===== src/pdcl_regs.svh =====
// Register offsets, field positions and constants of the PLL config loader
`ifndef PDCL_REGS_SVH
`define PDCL_REGS_SVH
`define PDCL_CFG_W 81
`define PDCL_CFG_RST 81'h0
`define PDCL_CNT_W 7
`define PDCL_CNT_FULL 7'h51
`define PDCL_CNT_ZERO 7'h00
`define PDCL_CNT_ONE 7'h01
`define PDCL_ADDR_W 8
`define PDCL_DATA_W 32
`define PDCL_DATA_ZERO 32'h0
`define PDCL_OFS_CTRL 8'h00
`define PDCL_OFS_STAT 8'h04
`define PDCL_OFS_ACT0 8'h08
`define PDCL_OFS_ACT1 8'h0c
`define PDCL_OFS_ACT2 8'h10
`define PDCL_CTRL_RST 3'h0
`define PDCL_CTRL_SRC 0
`define PDCL_CTRL_APPLY 1
`define PDCL_CTRL_LOCK 2
`define PDCL_STAT_SHORT 0
`define PDCL_STAT_FULL 1
`define PDCL_STAT_STATE 2
`define PDCL_STAT_CNT 4
`define PDCL_STAT_APPLIES 16
`define PDCL_APPLY_CNT_W 8
`define PDCL_APPLY_CNT_ONE 8'h01
`define PDCL_APPLY_CNT_RST 8'h00
`define PDCL_DIV_W 7
`define PDCL_ODIV_W 5
`define PDCL_DLY_W 5
`define PDCL_F_INDIV 0
`define PDCL_F_FBDIV 7
`define PDCL_F_ODIV_U 14
`define PDCL_F_ODIV_V 19
`define PDCL_F_ODIV_W 24
`define PDCL_F_FBDLY 29
`define PDCL_F_SYSBYP 34
`define PDCL_F_FBBYP 35
`define PDCL_F_SEC1DLY 36
`define PDCL_F_SEC2DLY 41
`define PDCL_F_GADLY 46
`define PDCL_F_GBDLY 51
`define PDCL_F_GCDLY 56
`define PDCL_DLY_MIN_PS 600
`define PDCL_DLY_MAX_PS 5560
`define PDCL_DLY_STEP_PS 160
`define PDCL_EDGE_N 4
`define PDCL_E_SCLK 0
`define PDCL_E_STROBE 1
`define PDCL_E_TCK 2
`define PDCL_E_TUPD 3
`endif


===== src/pdcl_pkg.sv =====
// Types shared by the PLL config loader
package pdcl_pkg;
  // Gray order along idle, shift, full, apply
  typedef enum logic [1:0] {
    pdcl_st_idle = 2'h0,
    pdcl_st_shift = 2'h1,
    pdcl_st_full = 2'h3,
    pdcl_st_apply = 2'h2
  } pdcl_state_t;
  typedef enum logic {
    pdcl_src_fabric = 1'h0,
    pdcl_src_tap = 1'h1
  } pdcl_src_t;
endpackage : pdcl_pkg


===== src/pdcl_edge_det.sv =====
// Rising edge detector for slow control levels sampled on the system clock
`timescale 1ns/1ps
module pdcl_edge_det #(
  parameter int N = 4
) (
  input logic i_ref_clk, // System clock
  input logic i_nrst, // Async reset, active low
  input logic [N-1:0] i_level, // Levels to watch
  output logic [N-1:0] o_rise // One-cycle pulse per rising edge
);
  logic [N-1:0] prev_reg;

  // One history flop per input; inputs are already synchronous
  genvar g;
  generate
    for (g = 0; g < N; g++) begin : g_edge
      always_ff @(posedge i_ref_clk or negedge i_nrst) begin
        if (!i_nrst) begin
          prev_reg[g] <= 1'b0;
        end else begin
          prev_reg[g] <= i_level[g];
        end
      end
      assign o_rise[g] = i_level[g] & ~prev_reg[g];
    end
  endgenerate
endmodule : pdcl_edge_det


===== src/pdcl_shift_reg.sv =====
// Serial configuration shift register, LSB first in and out
`timescale 1ns/1ps
module pdcl_shift_reg #(
  parameter int W = 81
) (
  input logic i_ref_clk, // System clock
  input logic i_nrst, // Async reset, active low
  input logic i_shift, // One-cycle shift request
  input logic i_din, // Serial bit entering at the top
  output logic [W-1:0] o_q // Register contents
);
  // New bit enters at the top so the first bit loaded ends in bit 0
  always_ff @(posedge i_ref_clk or negedge i_nrst) begin
    if (!i_nrst) begin
      o_q <= '0;
    end else if (i_shift) begin
      o_q <= {i_din, o_q[W-1:1]};
    end
  end
endmodule : pdcl_shift_reg


===== src/pdcl_loader.sv =====
// Dynamic configuration loader of the PLL clock conditioning block
//
// Design decisions made here: the register addresses and strobed register access.
`timescale 1ns/1ps
`include "pdcl_regs.svh"
module pdcl_loader (
  input logic i_ref_clk, // 40 MHz system clock
  input logic i_nrst, // Async reset, active low
  input logic i_serial_config_in, // Fabric serial data, LSB first
  input logic i_shift_clock, // Fabric shift clock level
  input logic i_config_shift_enable, // Fabric shift enable, high active
  input logic i_config_apply_strobe, // Fabric apply strobe
  input logic i_tap_tck, // Test port shift clock level
  input logic i_tap_tdi, // Test port serial data
  input logic i_tap_shift, // Test port shift enable
  input logic i_tap_update, // Test port apply strobe
  input logic [`PDCL_ADDR_W-1:0] i_addr, // Register byte address
  input logic [`PDCL_DATA_W-1:0] i_wdata, // Register write data
  input logic i_wr, // Write strobe
  input logic i_rd, // Read strobe
  output logic [`PDCL_DATA_W-1:0] o_rdata, // Read data, cycle after i_rd
  output logic o_serial_config_out, // Serial readback to fabric
  output logic o_tap_tdo, // Serial readback to test port
  output logic o_apply_pulse, // One-cycle pulse in the same cycle a new setting lands
  output logic [`PDCL_DIV_W-1:0] o_in_div, // Input divider code, factor-1
  output logic [`PDCL_DIV_W-1:0] o_fb_div, // Feedback divider code
  output logic [`PDCL_ODIV_W-1:0] o_out_div_u, // Primary output divider
  output logic [`PDCL_ODIV_W-1:0] o_out_div_v, // Secondary 1 divider
  output logic [`PDCL_ODIV_W-1:0] o_out_div_w, // Secondary 2 divider
  output logic [`PDCL_DLY_W-1:0] o_fb_delay_sel, // Feedback delay step
  output logic o_sys_delay_bypass, // Bypass fixed system delay
  output logic o_fb_delay_bypass, // Bypass feedback delay
  output logic [`PDCL_DLY_W-1:0] o_sec1_core_delay, // Secondary 1 core
  output logic [`PDCL_DLY_W-1:0] o_sec2_core_delay, // Secondary 2 core
  output logic [`PDCL_DLY_W-1:0] o_glb_delay_a, // Primary global delay
  output logic [`PDCL_DLY_W-1:0] o_glb_delay_b, // Secondary 1 global
  output logic [`PDCL_DLY_W-1:0] o_glb_delay_c // Secondary 2 global
);
  // Number of delay steps; a 5-bit field must cover every one of them
  localparam int DLY_STEPS =
    (`PDCL_DLY_MAX_PS - `PDCL_DLY_MIN_PS) / `PDCL_DLY_STEP_PS;

  pdcl_pkg::pdcl_state_t state_reg;
  pdcl_pkg::pdcl_state_t state_next;
  logic [2:0] ctrl_reg;
  logic [`PDCL_CNT_W-1:0] bit_cnt_reg;
  logic [`PDCL_APPLY_CNT_W-1:0] apply_cnt_reg;
  logic short_reg;
  logic [`PDCL_CFG_W-1:0] active_reg;
  logic [`PDCL_CFG_W-1:0] shift_q;
  logic [`PDCL_EDGE_N-1:0] levels;
  logic [`PDCL_EDGE_N-1:0] rise;
  logic src_tap;
  logic shift_edge;
  logic shift_din;
  logic update_edge;
  logic cur_enable;
  logic soft_apply;
  logic apply;
  logic wr_ctrl;
  logic wr_stat;
  logic short_clr;
  logic [`PDCL_DATA_W-1:0] rd_mux;
  logic [`PDCL_DATA_W-1:0] stat_word;

  // Word of the active setting seen at a given register address
  function automatic logic [`PDCL_DATA_W-1:0] act_word(
    input logic [`PDCL_ADDR_W-1:0] addr,
    input logic [`PDCL_CFG_W-1:0] cfg
  );
    logic [`PDCL_DATA_W-1:0] w;
    w = `PDCL_DATA_ZERO;
    case (addr)
      `PDCL_OFS_ACT0: w = cfg[31:0];
      `PDCL_OFS_ACT1: w = cfg[63:32];
      `PDCL_OFS_ACT2: w = {15'h0, cfg[80:64]};
      default: w = `PDCL_DATA_ZERO;
    endcase
    return w;
  endfunction : act_word

  // Edges of both loading ports are tracked at all times, so switching
  // the source never fakes an edge on the newly chosen port
  assign levels = {i_tap_update, i_tap_tck,
                   i_config_apply_strobe, i_shift_clock};

  pdcl_edge_det #(
    .N(`PDCL_EDGE_N)
  ) u_edge (
    .i_ref_clk(i_ref_clk),
    .i_nrst(i_nrst),
    .i_level(levels),
    .o_rise(rise)
  );

  // Source choice between fabric serial port and test access port
  assign src_tap = (ctrl_reg[`PDCL_CTRL_SRC] == pdcl_pkg::pdcl_src_tap);
  assign cur_enable = src_tap ? i_tap_shift : i_config_shift_enable;
  assign shift_din = src_tap ? i_tap_tdi : i_serial_config_in;
  // Shift only on a rising shift clock with enable high
  assign shift_edge = cur_enable & (src_tap ? rise[`PDCL_E_TCK]
                                            : rise[`PDCL_E_SCLK]);
  assign update_edge = src_tap ? rise[`PDCL_E_TUPD]
                               : rise[`PDCL_E_STROBE];

  // Apply is refused while a shift is enabled or software holds the lock
  assign soft_apply = wr_ctrl & i_wdata[`PDCL_CTRL_APPLY];
  assign apply = (update_edge | soft_apply) & ~cur_enable
                 & ~ctrl_reg[`PDCL_CTRL_LOCK];

  pdcl_shift_reg #(
    .W(`PDCL_CFG_W)
  ) u_shift (
    .i_ref_clk(i_ref_clk),
    .i_nrst(i_nrst),
    .i_shift(shift_edge),
    .i_din(shift_din),
    .o_q(shift_q)
  );

  // Register decode
  assign wr_ctrl = i_wr & (i_addr == `PDCL_OFS_CTRL);
  assign wr_stat = i_wr & (i_addr == `PDCL_OFS_STAT);
  assign short_clr = wr_stat & i_wdata[`PDCL_STAT_SHORT];

  // Control register; the apply bit is a pulse and is not stored
  always_ff @(posedge i_ref_clk or negedge i_nrst) begin
    if (!i_nrst) begin
      ctrl_reg <= `PDCL_CTRL_RST;
    end else if (wr_ctrl) begin
      ctrl_reg[`PDCL_CTRL_SRC] <= i_wdata[`PDCL_CTRL_SRC];
      ctrl_reg[`PDCL_CTRL_LOCK] <= i_wdata[`PDCL_CTRL_LOCK];
      ctrl_reg[`PDCL_CTRL_APPLY] <= 1'b0;
    end
  end

  // Load progress state
  always_comb begin
    state_next = state_reg;
    case (state_reg)
      pdcl_pkg::pdcl_st_idle: begin
        if (apply) begin
          state_next = pdcl_pkg::pdcl_st_apply;
        end else if (shift_edge) begin
          state_next = pdcl_pkg::pdcl_st_shift;
        end
      end
      pdcl_pkg::pdcl_st_shift: begin
        if (apply) begin
          state_next = pdcl_pkg::pdcl_st_apply;
        end else if (shift_edge &&
                     bit_cnt_reg == `PDCL_CNT_FULL - `PDCL_CNT_ONE) begin
          state_next = pdcl_pkg::pdcl_st_full;
        end
      end
      pdcl_pkg::pdcl_st_full: begin
        if (apply) begin
          state_next = pdcl_pkg::pdcl_st_apply;
        end
      end
      pdcl_pkg::pdcl_st_apply: begin
        state_next = shift_edge ? pdcl_pkg::pdcl_st_shift
                                : pdcl_pkg::pdcl_st_idle;
      end
      default: state_next = pdcl_pkg::pdcl_st_idle;
    endcase
  end

  always_ff @(posedge i_ref_clk or negedge i_nrst) begin
    if (!i_nrst) begin
      state_reg <= pdcl_pkg::pdcl_st_idle;
    end else begin
      state_reg <= state_next;
    end
  end

  // Bits shifted since the last apply, saturating at a full word
  always_ff @(posedge i_ref_clk or negedge i_nrst) begin
    if (!i_nrst) begin
      bit_cnt_reg <= `PDCL_CNT_ZERO;
    end else if (apply) begin
      bit_cnt_reg <= `PDCL_CNT_ZERO;
    end else if (shift_edge && bit_cnt_reg != `PDCL_CNT_FULL) begin
      bit_cnt_reg <= bit_cnt_reg + `PDCL_CNT_ONE;
    end
  end

  // Sticky flag for an apply on a partial word; a new event beats a clear
  always_ff @(posedge i_ref_clk or negedge i_nrst) begin
    if (!i_nrst) begin
      short_reg <= 1'b0;
    end else if (apply && bit_cnt_reg != `PDCL_CNT_FULL) begin
      short_reg <= 1'b1;
    end else if (short_clr) begin
      short_reg <= 1'b0;
    end
  end

  // Apply count wraps; software compares successive reads
  always_ff @(posedge i_ref_clk or negedge i_nrst) begin
    if (!i_nrst) begin
      apply_cnt_reg <= `PDCL_APPLY_CNT_RST;
    end else if (apply) begin
      apply_cnt_reg <= apply_cnt_reg + `PDCL_APPLY_CNT_ONE;
    end
  end

  // Whole word moves in one edge so the PLL never sees a mixed setting
  always_ff @(posedge i_ref_clk or negedge i_nrst) begin
    if (!i_nrst) begin
      active_reg <= `PDCL_CFG_RST;
      o_apply_pulse <= 1'b0;
    end else begin
      o_apply_pulse <= apply;
      if (apply) begin
        active_reg <= shift_q;
      end
    end
  end

  // Serial readback of bit 0; each shift exposes the next bit
  always_ff @(posedge i_ref_clk or negedge i_nrst) begin
    if (!i_nrst) begin
      o_serial_config_out <= 1'b0;
      o_tap_tdo <= 1'b0;
    end else begin
      o_serial_config_out <= shift_q[0];
      o_tap_tdo <= shift_q[0];
    end
  end

  // Read data stand only in the cycle after the strobe
  assign stat_word = {8'h0, apply_cnt_reg, 5'h0, bit_cnt_reg,
                      state_reg, (bit_cnt_reg == `PDCL_CNT_FULL),
                      short_reg};
  always_comb begin
    rd_mux = act_word(i_addr, active_reg);
    if (i_addr == `PDCL_OFS_CTRL) begin
      rd_mux = {29'h0, ctrl_reg};
    end else if (i_addr == `PDCL_OFS_STAT) begin
      rd_mux = stat_word;
    end
  end

  always_ff @(posedge i_ref_clk or negedge i_nrst) begin
    if (!i_nrst) begin
      o_rdata <= `PDCL_DATA_ZERO;
    end else begin
      o_rdata <= i_rd ? rd_mux : `PDCL_DATA_ZERO;
    end
  end

  // Shared dividers and per-output dividers and delays of the active word
  assign o_in_div = active_reg[`PDCL_F_INDIV +: `PDCL_DIV_W];
  assign o_fb_div = active_reg[`PDCL_F_FBDIV +: `PDCL_DIV_W];
  assign o_out_div_u = active_reg[`PDCL_F_ODIV_U +: `PDCL_ODIV_W];
  assign o_out_div_v = active_reg[`PDCL_F_ODIV_V +: `PDCL_ODIV_W];
  assign o_out_div_w = active_reg[`PDCL_F_ODIV_W +: `PDCL_ODIV_W];
  assign o_fb_delay_sel = active_reg[`PDCL_F_FBDLY +: `PDCL_DLY_W];
  assign o_sys_delay_bypass = active_reg[`PDCL_F_SYSBYP];
  assign o_fb_delay_bypass = active_reg[`PDCL_F_FBBYP];
  assign o_sec1_core_delay =
    active_reg[`PDCL_F_SEC1DLY +: `PDCL_DLY_W];
  assign o_sec2_core_delay =
    active_reg[`PDCL_F_SEC2DLY +: `PDCL_DLY_W];
  assign o_glb_delay_a = active_reg[`PDCL_F_GADLY +: `PDCL_DLY_W];
  assign o_glb_delay_b = active_reg[`PDCL_F_GBDLY +: `PDCL_DLY_W];
  assign o_glb_delay_c = active_reg[`PDCL_F_GCDLY +: `PDCL_DLY_W];
endmodule : pdcl_loader


===== config.mk =====
export PLATFORM = sky130hd
export DESIGN_NAME = pdcl_loader
export DESIGN_NICKNAME = d
export VERILOG_FILES = /design/src/pdcl_pkg.sv /design/src/pdcl_edge_det.sv /design/src/pdcl_shift_reg.sv /design/src/pdcl_loader.sv
export VERILOG_INCLUDE_DIRS = /design/src
export SDC_FILE = /design/constraint.sdc
export NUM_CORES = 1
export LEC_CHECK = 0
export CORE_ASPECT_RATIO = 1.25
export CORE_MARGIN = 2
export CORE_UTILIZATION = 23
export CTS_BUF_LIST = sky130_fd_sc_hd__clkbuf_4
export CTS_CLUSTER_SIZE = 10
export DETAILED_ROUTE_END_ITERATION = 8
export DONT_BUFFER_PORTS = 1
export SLEW_MARGIN = 20
export SYNTH_ARGS = -nofsm -noshare
export SYNTH_HDL_FRONTEND = slang
export SYNTH_SLANG_ARGS = --single-unit

===== constraint.sdc =====
create_clock -name i_ref_clk -period 2.4 [get_ports i_ref_clk]
set_input_delay 0.48 -clock i_ref_clk [delete_from_list [all_inputs] [get_ports i_ref_clk]]
set_output_delay 0.48 -clock i_ref_clk [all_outputs]
set_load 0.01 [all_outputs]

==> impl_metrics.json, run 1 <==
{
  "floorplan.die_area_um2": 42300,
  "timing.final.setup_violations": 0,
  "worst_slew_pin_slew_ns": 0.633,
  "critPathArrivalTime_ns": 2.73,
  "route.antenna.remaining_nets": 0,
  "start_util": 0.233,
  "crit_type": "reg -> reg",
  "wire_length_of_the_first_global_routing_pass_um": 34100,
  "grt_setup_unrepaired": "false",
  "timing.slew.headroom": 0.577,
  "final_common_cell": "sky130_fd_sc_hd__dfrtp_1",
  "syn_avg_cell_area_um2": 14.2,
  "dp_hpwl_um": 14300,
  "final_cell_area_um2": 10400,
  "finClkSkew_ns": 0.0390,
  "final_nets": 715,
  "cts-root-buf": "sky130_fd_sc_hd__clkbuf_4",
  "finalHoldViolations": 220,
  "gp_congestion": 0.737,
  "postPlaceCellArea_um2": 9640,
  "cts_num_sinks": 220,
  "tritoncts_clock_tree": "done",
  "cpPeakStageDelay_ns": 0.54,
  "post_drt_via_cell_ratio": 4.18,
  "drt_wl_total_um": 22200,
  "gr-total-overflow": 0,
  "post-cts-setup-buffer-count": 0,
  "postCtsHoldBufs": 13,
  "setup_total_negative_slack_ns": 0,
  "synth_fp_nets": 716,
  "postSynth.asyncResetShare": 1.00,
  "grt_start_max_net_pins": 221,
  "number_of_h_tree_levels": 2,
  "drt_first_pass_iters": 4,
  "dpl_worst_slack_ns": 0.191,
  "flops_latches_synth": 220,
  "drt_iter0_drc": 232,
  "dieWidth_um": 184,
  "timing.critical_path.fanout_max": 35,
  "post_detailed_route_wirelength_per_cell_um": 17.9,
  "first_global_vias": 5539,
  "dominantRegCellSynth": "sky130_fd_sc_hd__dfrtp_1",
  "period_minus_slack_ns": 2.13,
  "global_route.usage.total": 0.108,
  "syn_to_final_growth_pct": 11.4,
  "place.detailed.instances": 1133,
  "final_max_slew_viol_count": 0,
  "outcome": "finished, violations left",
  "power.static_leakage_uw": 0.00499,
  "max_freq_mhz": 470,
  "timing.hold.worst.class": "in -> async",
  "antenna_found_initial": 1,
  "fp.coreArea_um2": 40100,
  "worst_path_slowest_cell": "sky130_fd_sc_hd__dfrtp_1",
  "post-route-period-util": 0.887,
  "critical_path.cell_chain": "nand2b_1 -> o21a_4 -> buf_4 -> mux2_2",
  "syn_area_um2": 9340,
  "synthesis.yosys.warnings": 0,
  "synthDistinctLibCells": 47,
  "fill_cells": 4152,
  "endpoint_kind": "flip-flop",
  "port-buffer-count": 0,
  "finalNonFillerCells": 1238,
  "clock_tree.buffer_depth": 3,
  "die_h_um": 229,
  "worst_hold_slack_ns": -0.524,
  "synthesis.instances": 660,
  "final_cell_mix": "sky130_fd_sc_hd__dfrtp_1 (220), sky130_fd_sc_hd__mux2_2 (114), sky130_fd_sc_hd__clkbuf_4 (75)",
  "power.ir.vdd_worst_mv": 0.445,
  "detail_route.drc_violations": 0,
  "synth-edff-count": 0,
  "floorplan.io_pins": 148,
  "timing.max_cap.violations": 0,
  "critical_path_required_time_ns": 3.01,
  "cp-start-kind": "flip-flop",
  "clk_latency_ns": 0.73,
  "clock_transition_at_the_registers_of_the_reported_paths_ns": 0.07,
  "pwrdens_nw_per_um2": 711,
  "ys_seq_area_frac": 0.589,
  "layout-drive-gt1-share": 0.329,
  "cts_inserted_buffers": 57,
  "num_rows": 82,
  "violations": "negative hold slack",
  "worst_slack_ns": 0.272,
  "dr_total_vias": 5172
}
-- per-layer routing --
| layer | vias to the layer above | global-route usage | part of all wire |
|---|---|---|---|
| met5 | - | 0 | 0 |
| met4 | 0 | 0.0475 | 0.026 |
| met3 | 47 | 0.0447 | 0.082 |
| met2 | 148 | 0.174 | 0.49 |
| met1 | 2645 | 0.125 | 0.41 |
| li1 | 2332 | - | - |
-- power by group --
part | switching [uW] | leakage [uW] | internal [uW]
Sequential | 172 | 0.00302 | 3890
Clock | 1510 | 0.000389 | 1440
Combinational | 170 | 0.00158 | 222
-- worst max-delay path: cells and delay by family, from the launching register on --
kind | cells | cell delay (ns)
AOI/OAI and AO/OA | 1 | 0.50
buffers and inverters | 1 | 0.36
DFF | 1 | 0.54
muxes | 1 | 0.37
and+or+nand+nor | 1 | 0.23
-- cell type report --
class,instances,area (um2),area share
diodes,1,2.50,0.000240
clock buffers,75,563,0.0541
clock inverters,16,68.8,0.00661
inverters,11,41.3,0.00397
multi-input cells,336,3160,0.303
flip-flops and latches,220,5510,0.529
well taps,546,683,0.0656
repair buffers,33,390,0.0375
-- stage by stage --
stage / total power [uW] / utilization
after floorplan: 4380 / -
after global placement: 4480 / 0.240
after detailed placement: 4500 / 0.240
after CTS: 7590 / 0.259
after global routing: 7850 / 0.259
final: 7400 / 0.259
-- synthesized netlist by cell type, types with 2 or more instances --
library cell | n | area (um2)
sky130_fd_sc_hd__ha_1 | 4 | 50.1
sky130_fd_sc_hd__nand2_1 | 16 | 60.1
sky130_fd_sc_hd__o221a_2 | 2 | 22.5
sky130_fd_sc_hd__o21ai_0 | 6 | 30.0
sky130_fd_sc_hd__nand4b_1 | 2 | 17.5
sky130_fd_sc_hd__nor4_4 | 2 | 42.5
sky130_fd_sc_hd__and3_1 | 4 | 25.0
sky130_fd_sc_hd__nand2b_1 | 2 | 12.5
sky130_fd_sc_hd__buf_4 | 63 | 473
sky130_fd_sc_hd__a21oi_1 | 15 | 75.1
sky130_fd_sc_hd__o31ai_1 | 2 | 15.0
sky130_fd_sc_hd__o2bb2ai_1 | 19 | 166
sky130_fd_sc_hd__buf_6 | 6 | 67.6
sky130_fd_sc_hd__a22oi_1 | 6 | 45.0
sky130_fd_sc_hd__dfrtp_1 | 220 | 5510
sky130_fd_sc_hd__clkbuf_1 | 9 | 33.8
sky130_fd_sc_hd__a211oi_1 | 3 | 22.5
sky130_fd_sc_hd__nor2_1 | 11 | 41.3
sky130_fd_sc_hd__a2111oi_1 | 3 | 30.0
sky130_fd_sc_hd__mux2_1 | 50 | 563
sky130_fd_sc_hd__o22ai_1 | 2 | 12.5
sky130_fd_sc_hd__or4_1 | 3 | 22.5
sky130_fd_sc_hd__nand3_1 | 10 | 50.1
sky130_fd_sc_hd__mux2i_1 | 27 | 270
sky130_fd_sc_hd__inv_1 | 11 | 41.3
sky130_fd_sc_hd__xor2_1 | 7 | 61.3
sky130_fd_sc_hd__buf_2 | 14 | 70.1
sky130_fd_sc_hd__mux2_2 | 114 | 1280
sky130_fd_sc_hd__a22o_1 | 9 | 78.8
-- what timing repair did --
action	in CTS	in global routing
setup endpoints to repair	0	0
resized for setup	0	0
hold endpoints to repair	257	220
-- path summary, 6_finish.rpt --
kind	from	to	slack (ns)	cells after the start
hold / removal	i_nrst	o_tap_tdo	-0.52	0
min in group i_ref_clk	i_addr[4]	o_rdata[0]	0.10	2
hold reg to reg	u_shift.o_q[0]	o_tap_tdo	0.40	0
setup / recovery	ctrl_reg[0]	u_shift.o_q[62]	0.27	4
max in group asynchronous	i_nrst	u_shift.o_q[50]	2.66	0
setup reg to reg	ctrl_reg[0]	u_shift.o_q[62]	0.27	4
-- cell families after synthesis --
logic type / Yosys count / synth area share
compound gates: 74 / 0.0600
xor+xnor: 7 / 0.00656
fa+ha+maj: 4 / 0.00536
simple gates: 60 / 0.0384
mux: 191 / 0.227
buf+inv: 104 / 0.0738
flops: 220 / 0.589
Note: power is estimated with default switching activity, not from simulation.
==> run 2, diff against run 1 <==
--- a/config.mk
+++ b/config.mk
@@ -13,7 +13,9 @@
 export CTS_CLUSTER_SIZE = 10
 export DETAILED_ROUTE_END_ITERATION = 8
 export DONT_BUFFER_PORTS = 1
+export RECOVER_POWER = 50
 export SLEW_MARGIN = 20
 export SYNTH_ARGS = -nofsm -noshare
 export SYNTH_HDL_FRONTEND = slang
+export SYNTH_HIERARCHICAL = 1
 export SYNTH_SLANG_ARGS = --single-unit
==> run 2 against run 1 <==
Effect of this change: the flow still finishes with violations (negative hold slack); fmax down 2.1%; worst setup slack got worse by 0.045 ns; flip-flop and latch count unchanged; synthesized area rose by 9.5%; synthesized cell count shrank 1.1%; non-clock buffer count rose by 1; global-route usage is 0.44 points lower; clock power grew 14%; core utilization is 0.55 points lower; cell area increased by 7.4%.
==> impl_metrics.json, run 2 <==
{
  "drt_wl_total_um": 23400,
  "timing.slew.headroom": 0.157,
  "worst_slew_pin_slew_ns": 1.26,
  "cts-root-buf": "sky130_fd_sc_hd__clkbuf_4",
  "final_cell_mix": "sky130_fd_sc_hd__dfrtp_1 (220), sky130_fd_sc_hd__mux2_4 (162), sky130_fd_sc_hd__clkbuf_4 (92)",
  "pwr-share-seq": 0.512,
  "dpl_worst_slack_ns": 0.0886,
  "pwrdens_nw_per_um2": 719,
  "cpPeakStageDelay_ns": 0.48,
  "timing.hold.worst.class": "in -> async",
  "final_nets": 717,
  "start_util": 0.232,
  "postSynth.asyncResetShare": 1.00,
  "syn_area_um2": 10200,
  "finalNonFillerCells": 1284,
  "post_drt_via_cell_ratio": 4.04,
  "grt_start_max_net_pins": 221,
  "synth_top_cell_by_area": "sky130_fd_sc_hd__dfrtp_1",
  "path_buf_inv": 2,
  "grt_setup_unrepaired": "false",
  "first_global_vias": 5586,
  "critical_path_required_time_ns": 2.97,
  "int_pwr_uw": 6010,
  "synthesis.instances": 653,
  "power.net_switching_uw": 2030,
  "global_route.usage.total": 0.104,
  "sequential_cell_area_in_the_final_layout_um2": 5510,
  "finClkSkew_ns": 0.0863,
  "dp_hpwl_um": 15400,
  "cts_inserted_buffers": 61,
  "final_max_slew_viol_count": 0,
  "post_synth_most_frequent_cells": "sky130_fd_sc_hd__dfrtp_1 (220), sky130_fd_sc_hd__mux2_4 (163), sky130_fd_sc_hd__buf_4 (62), sky130_fd_sc_hd__mux2i_1 (27), sky130_fd_sc_hd__nor2_1 (21)",
  "detail_route.drc_violations": 0,
  "cts_num_sinks": 220,
  "antenna_found_initial": 4,
  "swShare": 0.253,
  "timing.critical_path.max_delay_family": "simple AND/OR/NAND/NOR gates",
  "drt_first_pass_iters": 4,
  "worst_slack_ns": 0.227,
  "ys_seq_area_frac": 0.538,
  "multi_input_comb_area_um2": 3790,
  "p_clk_frac": 0.418,
  "crit_type": "reg -> reg",
  "power.static_leakage_uw": 0.00517,
  "cp-start-kind": "flip-flop",
  "critical_path.cell_chain": "buf_4 -> nand3b_1 -> nand2_4 -> buf_12 -> mux2_4",
  "timing.final.setup_violations": 0,
  "wire_length_of_the_first_global_routing_pass_um": 35600,
  "fp.coreArea_um2": 44000,
  "floorplan.die_area_um2": 46200,
  "tritoncts_clock_tree": "done",
  "post-route-period-util": 0.906,
  "power.combinational.fraction": 0.070,
  "clock_transition_at_the_registers_of_the_reported_paths_ns": 0.06,
  "post_detailed_route_wirelength_per_cell_um": 18.2,
  "post-cts-setup-buffer-count": 0,
  "synth_top_area_frac": 0.538,
  "syn_avg_cell_area_um2": 15.7,
  "clk_latency_ns": 0.77,
  "critPathArrivalTime_ns": 2.74,
  "finalHoldViolations": 220,
  "die_h_um": 240,
  "max_freq_mhz": 460,
  "worst_path_slowest_cell": "sky130_fd_sc_hd__dfrtp_1",
  "setup_total_negative_slack_ns": 0,
  "num_rows": 86,
  "regToRegStartpoint": "ctrl_reg[0]",
  "flops_latches_synth": 220,
  "power.ir.vdd_worst_mv": 0.501,
  "route.antenna.remaining_nets": 0,
  "endpoint_kind": "flip-flop",
  "worst_hold_slack_ns": -0.573,
  "drt_iter0_drc": 239,
  "gr-total-overflow": 0,
  "setup_slack_on_the_worst_flop_to_flop_path_ns": 0.23,
  "syn_to_final_growth_pct": 9.28,
  "dr_total_vias": 5187,
  "number_of_h_tree_levels": 2,
  "timing.max_cap.violations": 0,
  "fill_cells": 4507,
  "place.detailed.instances": 1153,
  "dominantRegCellSynth": "sky130_fd_sc_hd__dfrtp_1",
  "layout-drive-gt1-share": 0.409,
  "period_minus_slack_ns": 2.17,
  "floorplan.io_pins": 148,
  "synthMostInstantiatedCell": "sky130_fd_sc_hd__dfrtp_1",
  "outcome": "finished, violations left",
  "synth-edff-count": 0,
  "synth_fp_nets": 709,
  "violations": "negative hold slack",
  "synthesis.yosys.warnings": 6,
  "biggest_area_contributors_in_the_synthesized_netlist": "sky130_fd_sc_hd__dfrtp_1 (54%), sky130_fd_sc_hd__mux2_4 (24%), sky130_fd_sc_hd__buf_4 (4.6%)",
  "worst-r2r-cell-count": 5,
  "timing.critical_path.fanout_max": 19,
  "dieWidth_um": 193,
  "synthDistinctLibCells": 50,
  "port-buffer-count": 0,
  "final_common_cell": "sky130_fd_sc_hd__dfrtp_1",
  "rr_endpoint": "u_shift/o_q[48]",
  "gp_congestion": 0.773,
  "clock_tree.buffer_depth": 3
}
-- run 2: cell count changes after synthesis, moves of 9 or more --
| cell | delta |
|---|---|
| sky130_fd_sc_hd__mux2_4 | +163 |
| sky130_fd_sc_hd__mux2_2 | -110 |
| sky130_fd_sc_hd__mux2_1 | -50 |
| sky130_fd_sc_hd__buf_12 | +16 |
| sky130_fd_sc_hd__xnor2_1 | +12 |
| sky130_fd_sc_hd__buf_2 | -10 |
| sky130_fd_sc_hd__nor2_1 | +10 |
| sky130_fd_sc_hd__a21oi_1 | -9 |
-- run 2: area by class of cell --
| class | count | share of cell area |
|---|---|---|
| inverter | 10 | 0.00448 |
| multi-input combinational | 334 | 0.339 |
| tap | 572 | 0.0640 |
| antenna | 6 | 0.00134 |
| sequential | 220 | 0.493 |
| clock inverter | 16 | 0.00649 |
| timing repair buffer | 34 | 0.0301 |
| clock buffer | 92 | 0.0618 |
-- run 2: power groups by stage --
stage | Combinational (uW) | Clock (uW) | Sequential (uW)
after floorplan | 511 | 0 | 4110
after global placement | 519 | 0 | 4180
after detailed placement | 527 | 0 | 4180
after CTS | 566 | 3530 | 4110
after global routing | 609 | 3760 | 4150
final | 564 | 3360 | 4120
-- run 2: kinds of logic (layout without fill, tap and decap cells) --
logic type                 after synthesis  in the layout  share of synthesized area
DFF                                    220            220                      0.538
muxes                                  194            194                      0.270
buffers and inverters                   99            152                     0.0883
and+or+nand+nor                         68             68                     0.0423
AOI/OAI and AO/OA                       56             56                     0.0459
xor gates and xnor gates                12             12                     0.0103
adders and majority gates                4              4                    0.00489
other                                    0              6                          0
-- run 2: worst max-delay path by stage --
stage	slack, ns	endpoint	depth (start not counted)	start
2_1_floorplan	0.50	active_reg[0]	6	i_addr[5]
3_3_place_gp	0.11	active_reg[75]	5	i_addr[5]
3_5_place_dp	0.09	active_reg[41]	5	i_addr[5]
4_1_cts	0.08	active_reg[24]	5	ctrl_reg[0]
5_1_grt	0.15	u_shift/o_q[49]	5	ctrl_reg[0]
6_report	0.23	u_shift/o_q[48]	5	ctrl_reg[0]
-- run 2: through the flow --
step | total power, uW | area (um2) | util
detailed placement | 4710 | 10300 | 0.233
floorplan | 4630 | 10200 | -
finish | 8040 | 11200 | 0.254
CTS | 8210 | 11200 | 0.254
global placement | 4700 | 10300 | 0.233
global route | 8510 | 11200 | 0.254
-- run 2: per-layer routing --
layer,vias to the layer above,wire length [um],track usage
li1,2339,-,-
met1,2669,9380,0.121
met2,135,11700,0.169
met3,44,1800,0.0422
met4,0,509,0.0372
met5,-,0,0
-- run 2: timing repair --
action	4_1_cts	5_1_grt
endpoints found under the hold margin	255	221
hold buffers	15	2
setup endpoints to repair	0	1
gates resized for setup	0	2
